`config.mk`:
```
export PLATFORM = sky130hd
export DESIGN_NAME = keypad_lock_unlock
export DESIGN_NICKNAME = d
export VERILOG_FILES = /design/src/design/keypad_lock_pkg.sv /design/src/design/lock_timer_if.sv /design/src/design/lock_sec_timer.sv /design/src/design/keypad_lock_unlock.sv
export SDC_FILE = /design/constraint.sdc
export NUM_CORES = 1
export LEC_CHECK = 0
export BUFFER_PORTS_ARGS = -buffer_cell sky130_fd_sc_hd__buf_4
export CORE_ASPECT_RATIO = 1.25
export CORE_MARGIN = 5
export CORE_UTILIZATION = 65
export CTS_BUF_LIST = sky130_fd_sc_hd__clkbuf_4 sky130_fd_sc_hd__clkbuf_8
export DETAILED_ROUTE_END_ITERATION = 16
export GPL_ROUTABILITY_DRIVEN = 0
export PLACE_DENSITY = 0.88
export SYNTH_ARGS = -nofsm -noshare
export SYNTH_HDL_FRONTEND = slang
export SYNTH_HIERARCHICAL = 1
export SYNTH_SLANG_ARGS = --single-unit
```
`constraint.sdc`:
```
create_clock -name core_clk -period 8.1 [get_ports core_clk]
set_input_delay 0.405 -clock core_clk [delete_from_list [all_inputs] [get_ports core_clk]]
set_output_delay 0.405 -clock core_clk [all_outputs]
set_load 0.03 [all_outputs]
```
`src/design/keypad_lock_pkg.sv`:
```
// Constants, register map and state encoding for the keypad lock controller.
package keypad_lock_pkg;
    localparam logic [7:0] ADDR_FIRST = 8'h33;
    localparam logic [7:0] ADDR_SECOND = 8'h34;
    localparam logic [7:0] ADDR_TRIGGER = 8'h35;
    localparam logic [7:0] ADDR_TIMING = 8'h36;
    localparam logic [7:0] ADDR_CONTROL = 8'h37;
    localparam logic [7:0] REG_RESET = 8'h00;
    localparam logic [7:0] CONTROL_MASK = 8'h01;
    localparam int CODE_MSB = 6;
    localparam int POL_BIT = 7;
    localparam int LOCK_EN_BIT = 0;
    localparam int MASK_MSB = 7;
    localparam int MASK_LSB = 3;
    localparam int WIN_MSB = 2;
    localparam int SEC_W = 5;
    localparam logic [6:0] UNUSED_CODE = 7'h00;
    localparam int CORE_CLK_HZ = 50_000_000;
    localparam int TICK_PERIOD_S = 1;
    localparam int CYCLES_PER_SEC = CORE_CLK_HZ * TICK_PERIOD_S;
    typedef enum logic [1:0] {
        ST_OPEN = 2'b00,
        ST_LOCKED = 2'b01,
        ST_FIRST = 2'b10
    } lock_state_t;
endpackage : keypad_lock_pkg

```
`src/design/lock_timer_if.sv`:
```
// Control and status lines between the lock controller and a seconds timer.
`timescale 1ns/1ps
`default_nettype none
interface lock_timer_if;
    logic start;
    logic clear;
    logic [keypad_lock_pkg::SEC_W-1:0] secs;
    logic running;
    logic expired;
    modport ctrl (output start, output clear, output secs, input running, input expired);
    modport timer (input start, input clear, input secs, output running, output expired);
endinterface : lock_timer_if
`default_nettype wire

```
`src/design/lock_sec_timer.sv`:
```
// Seconds countdown timer with its own one-second prescaler.
`timescale 1ns/1ps
`default_nettype none
module lock_sec_timer #(
    parameter int SEC_CYCLES = keypad_lock_pkg::CYCLES_PER_SEC
) (
    input wire logic core_clk,
    input wire logic rstN,
    lock_timer_if.timer tif
);
    localparam int CYC_W = $clog2(SEC_CYCLES);
    localparam logic [CYC_W-1:0] CYC_LAST = CYC_W'(SEC_CYCLES - 1);
    localparam logic [keypad_lock_pkg::SEC_W-1:0] SEC_ONE = 5'h01;

    generate
        if (SEC_CYCLES < 2) begin : gBadCycles
            $error("SEC_CYCLES must be at least 2");
        end
    endgenerate

    logic [CYC_W-1:0] cyc;
    logic [CYC_W-1:0] next_cyc;
    logic [keypad_lock_pkg::SEC_W-1:0] secLeft;
    logic [keypad_lock_pkg::SEC_W-1:0] next_secLeft;
    logic expired;
    logic next_expired;

    // A start restarts the prescaler so every duration is whole seconds.
    always_comb begin
        next_cyc = cyc;
        next_secLeft = secLeft;
        next_expired = 1'b0;
        if (tif.clear) begin
            next_cyc = '0;
            next_secLeft = '0;
        end else if (tif.start) begin
            next_cyc = '0;
            next_secLeft = tif.secs;
        end else if (secLeft != '0) begin
            if (cyc == CYC_LAST) begin
                next_cyc = '0;
                next_secLeft = secLeft - SEC_ONE;
                next_expired = (secLeft == SEC_ONE);
            end else begin
                next_cyc = cyc + 1'b1;
            end
        end
    end

    always_ff @(posedge core_clk or negedge rstN) begin
        if (!rstN) begin
            cyc <= '0;
            secLeft <= '0;
            expired <= 1'b0;
        end else begin
            cyc <= next_cyc;
            secLeft <= next_secLeft;
            expired <= next_expired;
        end
    end

    assign tif.running = (secLeft != '0);
    assign tif.expired = expired;
endmodule : lock_sec_timer
`default_nettype wire

```
`src/design/keypad_lock_unlock.sv`:
```
// Keypad lock and unlock controller with its configuration registers.
`timescale 1ns/1ps
`default_nettype none
module keypad_lock_unlock #(
    parameter int SEC_CYCLES = keypad_lock_pkg::CYCLES_PER_SEC
) (
    input wire logic core_clk,
    input wire logic nrst,
    input wire logic [7:0] regAddr,
    input wire logic regWrite,
    input wire logic regRead,
    input wire logic [7:0] regWdata,
    output logic [7:0] regRdata,
    input wire logic evtValid,
    input wire logic [6:0] evtCode,
    input wire logic evtState,
    input wire logic evtIsKey,
    output logic keypadLocked,
    output logic eventIntReq,
    output logic lockIntReq
);

    logic [1:0] rstPipe;
    logic rstN;

    always_ff @(posedge core_clk or negedge nrst) begin
        if (!nrst) begin
            rstPipe <= 2'b00;
        end else begin
            rstPipe <= {rstPipe[0], 1'b1};
        end
    end
    assign rstN = rstPipe[1];

    // True when a programmed event field names the incoming event.
    function automatic logic eventMatch(input logic [7:0] field, input logic [6:0] code,
                                        input logic state, input logic isKey);
        logic pol;
        pol = field[keypad_lock_pkg::POL_BIT];
        eventMatch = (field[keypad_lock_pkg::CODE_MSB:0] != keypad_lock_pkg::UNUSED_CODE)
            && (field[keypad_lock_pkg::CODE_MSB:0] == code)
            && (pol == state)
            && !(isKey && !pol);
    endfunction : eventMatch

    logic [7:0] firstCode;
    logic [7:0] secondCode;
    logic [7:0] triggerCode;
    logic [7:0] timing;
    logic [7:0] control;
    logic [7:0] next_firstCode;
    logic [7:0] next_secondCode;
    logic [7:0] next_triggerCode;
    logic [7:0] next_timing;
    logic [7:0] next_control;
    logic [7:0] next_regRdata;

    always_comb begin
        next_firstCode = firstCode;
        next_secondCode = secondCode;
        next_triggerCode = triggerCode;
        next_timing = timing;
        next_control = control;
        if (regWrite) begin
            case (regAddr)
                keypad_lock_pkg::ADDR_FIRST: next_firstCode = regWdata;
                keypad_lock_pkg::ADDR_SECOND: next_secondCode = regWdata;
                keypad_lock_pkg::ADDR_TRIGGER: next_triggerCode = regWdata;
                keypad_lock_pkg::ADDR_TIMING: next_timing = regWdata;
                keypad_lock_pkg::ADDR_CONTROL:
                    next_control = regWdata & keypad_lock_pkg::CONTROL_MASK;
                default: next_control = control;
            endcase
        end
        next_regRdata = regRdata;
        if (regRead) begin
            case (regAddr)
                keypad_lock_pkg::ADDR_FIRST: next_regRdata = firstCode;
                keypad_lock_pkg::ADDR_SECOND: next_regRdata = secondCode;
                keypad_lock_pkg::ADDR_TRIGGER: next_regRdata = triggerCode;
                keypad_lock_pkg::ADDR_TIMING: next_regRdata = timing;
                keypad_lock_pkg::ADDR_CONTROL: next_regRdata = control;
                default: next_regRdata = 8'h00;
            endcase
        end
    end

    always_ff @(posedge core_clk or negedge rstN) begin
        if (!rstN) begin
            firstCode <= keypad_lock_pkg::REG_RESET;
            secondCode <= keypad_lock_pkg::REG_RESET;
            triggerCode <= keypad_lock_pkg::REG_RESET;
            timing <= keypad_lock_pkg::REG_RESET;
            control <= keypad_lock_pkg::REG_RESET;
            regRdata <= 8'h00;
        end else begin
            firstCode <= next_firstCode;
            secondCode <= next_secondCode;
            triggerCode <= next_triggerCode;
            timing <= next_timing;
            control <= next_control;
            regRdata <= next_regRdata;
        end
    end

    lock_timer_if maskTif ();
    lock_timer_if winTif ();

    lock_sec_timer #(.SEC_CYCLES(SEC_CYCLES)) uMaskTimer (
        .core_clk(core_clk),
        .rstN(rstN),
        .tif(maskTif)
    );
    lock_sec_timer #(.SEC_CYCLES(SEC_CYCLES)) uWinTimer (
        .core_clk(core_clk),
        .rstN(rstN),
        .tif(winTif)
    );

    logic lockEn;
    logic lockEnPrev;
    logic hitFirst;
    logic hitSecond;
    logic hitTrigger;
    logic [4:0] maskSecs;
    logic [2:0] winSecs;
    keypad_lock_pkg::lock_state_t state;
    keypad_lock_pkg::lock_state_t next_state;
    logic next_keypadLocked;
    logic next_eventIntReq;
    logic next_lockIntReq;

    assign lockEn = control[keypad_lock_pkg::LOCK_EN_BIT];
    assign maskSecs = timing[keypad_lock_pkg::MASK_MSB:keypad_lock_pkg::MASK_LSB];
    assign winSecs = timing[keypad_lock_pkg::WIN_MSB:0];
    assign hitFirst = eventMatch(firstCode, evtCode, evtState, evtIsKey);
    assign hitSecond = eventMatch(secondCode, evtCode, evtState, evtIsKey);
    assign hitTrigger = eventMatch(triggerCode, evtCode, evtState, evtIsKey);

    always_comb begin
        next_state = state;
        next_lockIntReq = 1'b0;
        next_eventIntReq = evtValid;
        maskTif.start = 1'b0;
        maskTif.clear = 1'b0;
        maskTif.secs = maskSecs;
        winTif.start = 1'b0;
        winTif.clear = 1'b0;
        winTif.secs = {2'b00, winSecs};
        if (!lockEn) begin
            next_state = keypad_lock_pkg::ST_OPEN;
            maskTif.clear = 1'b1;
            winTif.clear = 1'b1;
        end else begin
            if (state != keypad_lock_pkg::ST_OPEN) begin
                // Locked: one interrupt per mask period, none when the mask time is zero.
                next_eventIntReq = evtValid && (maskSecs != 5'h00)
                    && !maskTif.running;
                maskTif.start = next_eventIntReq;
            end
            case (state)
                keypad_lock_pkg::ST_OPEN: begin
                    if (!lockEnPrev) begin
                        next_state = keypad_lock_pkg::ST_LOCKED;
                    end else if (evtValid && hitTrigger) begin
                        next_state = keypad_lock_pkg::ST_LOCKED;
                        next_lockIntReq = 1'b1;
                    end
                end
                keypad_lock_pkg::ST_LOCKED: begin
                    if (evtValid && hitTrigger) begin
                        next_lockIntReq = 1'b1;
                    end else if (evtValid && hitFirst) begin
                        next_state = keypad_lock_pkg::ST_FIRST;
                        winTif.start = 1'b1;
                    end
                end
                keypad_lock_pkg::ST_FIRST: begin
                    if (evtValid) begin
                        winTif.clear = 1'b1;
                        if (hitSecond) begin
                            next_state = keypad_lock_pkg::ST_OPEN;
                            maskTif.start = 1'b0;
                            maskTif.clear = 1'b1;
                        end else begin
                            next_state = keypad_lock_pkg::ST_LOCKED;
                            next_lockIntReq = hitTrigger;
                        end
                    end else if (winTif.expired) begin
                        next_state = keypad_lock_pkg::ST_LOCKED;
                    end
                end
                default: next_state = keypad_lock_pkg::ST_LOCKED;
            endcase
        end
        next_keypadLocked = (next_state != keypad_lock_pkg::ST_OPEN);
    end

    always_ff @(posedge core_clk or negedge rstN) begin
        if (!rstN) begin
            state <= keypad_lock_pkg::ST_OPEN;
            lockEnPrev <= 1'b0;
            keypadLocked <= 1'b0;
            eventIntReq <= 1'b0;
            lockIntReq <= 1'b0;
        end else begin
            state <= next_state;
            lockEnPrev <= lockEn;
            keypadLocked <= next_keypadLocked;
            eventIntReq <= next_eventIntReq;
            lockIntReq <= next_lockIntReq;
        end
    end

    logic cfgStable;
    assign cfgStable = lockEn && !(regWrite && regAddr == keypad_lock_pkg::ADDR_CONTROL);
endmodule : keypad_lock_unlock
`default_nettype wire

```
==> metrics.log <==
[metrics] run status: finished clean
[metrics] sw frac: approximately a quarter
[metrics] final worst clock skew: ~19 ps
[metrics] Cell Chain, Critical Path: xnor2_1, nand4_1, a2111oi_0, nor3b_1, or4_4, nor2_2, nor2_1, a221o_1
[metrics] initial cell density of the core: approximately 66%
[metrics] root buffer cell: clkbuf_8
[metrics] data arrival time of the worst path: 4200 ps
[metrics] Max Clock Freq: roughly 250 MHz
[metrics] total global routing track utilization: 25.18%
[metrics] overall power of the completed layout: 1014 µW
[metrics] Syn Area/Cell: 10.59 µm²
[metrics] I/O pin count: 41
[metrics] synth warn: 6
[metrics] number of fill cells in the layout: approximately 650
[metrics] worst hold path type: input port to flop
[metrics] via count of the first global-routing pass: roughly 5000
[metrics] antenna violation net count after detailed routing: 0
[metrics] worst vdd ir: 0.07830 mV
[metrics] total placed instance area: 6695 µm²
[metrics] met3 capacity usage during global routing: 4.083%
[metrics] layer carrying the most global-route usage: met2
[metrics] core area: about 9700 µm²
[metrics] number of nets at the end of the flow: 670
[metrics] power spent charging and discharging nets: 251.1 µW
[metrics] drt first pass iters: 5
[metrics] total wire length after detailed routing: ~14000 µm
[metrics] initial antenna violation count: 0
[metrics] Vias per Instance: 6.492
[metrics] clock network power share: 34.3%
[metrics] clock sink total: 112
[metrics] CTS tree: done
[metrics] unrepaired setup endpoints after global routing: no
[metrics] max-capacitance violation count: 0
[metrics] number of failing setup endpoints in the final timing report: 0
[metrics] slew at the pin closest to its max-slew limit: 1140 ps
[metrics] post-route minimum period: 3930 ps
[metrics] total negative setup slack: 0 ps
[metrics] category of the worst setup path capture point: flop
[metrics] Horiz. Die Dim: a little under 100 µm
[metrics] die footprint: 11980 µm²
[metrics] areal power density over the cells: 146.6 nW/µm²
[metrics] half-perimeter wire length of the detailed placement result: 10560 µm
[metrics] number of cells upsized or downsized after cts: 0
[metrics] final standard cell area without fillers: 6913 µm²
[metrics] GR met1 Demand/Resource: 31.38%
[metrics] overflow left after global routing: 0
[metrics] Rows: 40
[metrics] Seq pwr share: 57.8%
[metrics] final period utilization: about half
[metrics] critical path launch point type: flop
[metrics] number of endpoints with negative hold slack in the final report: 0
[metrics] Cells after Synth: 606
[metrics] share of final-layout standard cells stronger than drive strength 1: 22.19%
[metrics] number of diodes: 0
[metrics] post-synth design cell area: 6420 µm²
[metrics] global-route wire length before repair: 24450 µm
[metrics] total internal power: 762.5 µW
[metrics] clock latency on the worst-skew pair: 380 ps
[metrics] highest cell delay on the worst timing path: 960 ps
[metrics] fin. max-slew vios: 0
[metrics] chip height: approximately 120 µm
[metrics] Starting DRT DRC Count: between 200 and 300
[metrics] total number of vias: approximately 5000
[metrics] buffers from clock root to sink, at most: 2
[metrics] CTS buffer count: 9
[metrics] Routed wire per std cell: ~19 µm
[metrics] beginning of the worst register-to-register path: triggerCode[1]
[metrics] commonest cells after routing, fill and taps aside: 111 x dfrtp_1, 56 x nor2_1, 47 x xnor2_1
[metrics] count of input and output buffers: 40
[metrics] Area Growth Syn to Fin: 7.679%
[metrics] clk slew on worst S/H paths: 110 ps
[metrics] Slew HR: 22.02%
[metrics] largest net degree at the start of global routing: 57
[metrics] maximum fanout count along the critical path: 12
[metrics] CTS HTree Levels: 3
[metrics] total leakage power: 0.002960 µW
[metrics] slowest cell on the critical path: a2111oi_0
[metrics] final hold slack: between 200 and 300 ps
[metrics] detailed-route DRC error count: 0
[metrics] commonest non-fill, non-tap cell in the layout: dfrtp_1
[metrics] Combinational Power Share: 7.9%
[metrics] met2 capacity usage during global routing: 42.27%
[metrics] path type of the worst setup path: flop to flop
[metrics] Min-Delay Startpoint: regRead
[metrics] final core area utilization: 71.57%
[metrics] Setup crit start: triggerCode[1]
[metrics] worst endpoint required time: 8370 ps
## layer usage
metal	routed length, µm	vias up
met5	0	-
met4	549	0
met3	713	54
met2	7212	175
met1	5816	2469
li1	-	2275
## cell type report
| class | count | area (µm²) | share of cell area, % |
|---|---|---|---|
| multi-input combinational | 451 | 3352 | 48.49 |
| tap | 126 | 157.7 | 2.281 |
| inverter | 19 | 71.32 | 1.032 |
| sequential | 112 | 2806 | 40.60 |
| clock inverter | 5 | 62.56 | 0.9050 |
| timing repair buffer | 42 | 317.8 | 4.597 |
| clock buffer | 11 | 145.1 | 2.100 |
## path summary, 6_finish.rpt
path / end / slack (ps) / cells after the start
hold reg to reg: rstPipe[1] / 360 / 0
min in group asynchronous: rstPipe[0] / 330 / 2
max in group asynchronous: uWinTimer/cyc[1] / 6540 / 1
setup reg to reg: uWinTimer/cyc[11] / 4170 / 8
hold / removal: regRdata[0] / 260 / 2
setup / recovery: uWinTimer/cyc[11] / 4170 / 8
## timing repair
| item | 4_1_cts | 5_1_grt |
|---|---|---|
| buffers inserted | 0 | 0 |
| hold buffers | 1 | 0 |
| endpoints found under the hold margin | 2 | 0 |
## worst max-delay path: cells and delay by family, from the launching register on
family,cells,cell delay [ps]
and+or+nand+nor,5,1870
AOI/OAI and AO/OA,2,1310
DFF,1,440
xor gates and xnor gates,1,200
## registers in the layout (all words and copies together) (netlist names)
name,flops
lockIntReq,1
triggerCode,8
eventIntReq,1
state,2
timing,8
rstPipe,2
keypadLocked,1
uMaskTimer/secLeft,5
uWinTimer/tif.expired,1
uMaskTimer/cyc,26
uWinTimer/cyc,26
regRdata,8
firstCode,8
control,1
secondCode,8
lockEnPrev,1
uWinTimer/secLeft,5
## metrics by stage
stage               cells  setup slack [ps]
floorplan             607              4749
global placement      749              4296
detailed placement    749              4131
CTS                   766              4201
global route          766              3744
finish                766              4170
## power groups by stage
stage,Clock [µW],Combinational (µW),Sequential (µW)
3_3_place_gp,0,76.6,596
2_1_floorplan,0,47.4,596
5_1_grt,377,87.2,588
3_5_place_dp,0,79.2,597
4_1_cts,355,80.0,586
6_report,347,80.0,586
(Power assumes the default switching activity.)
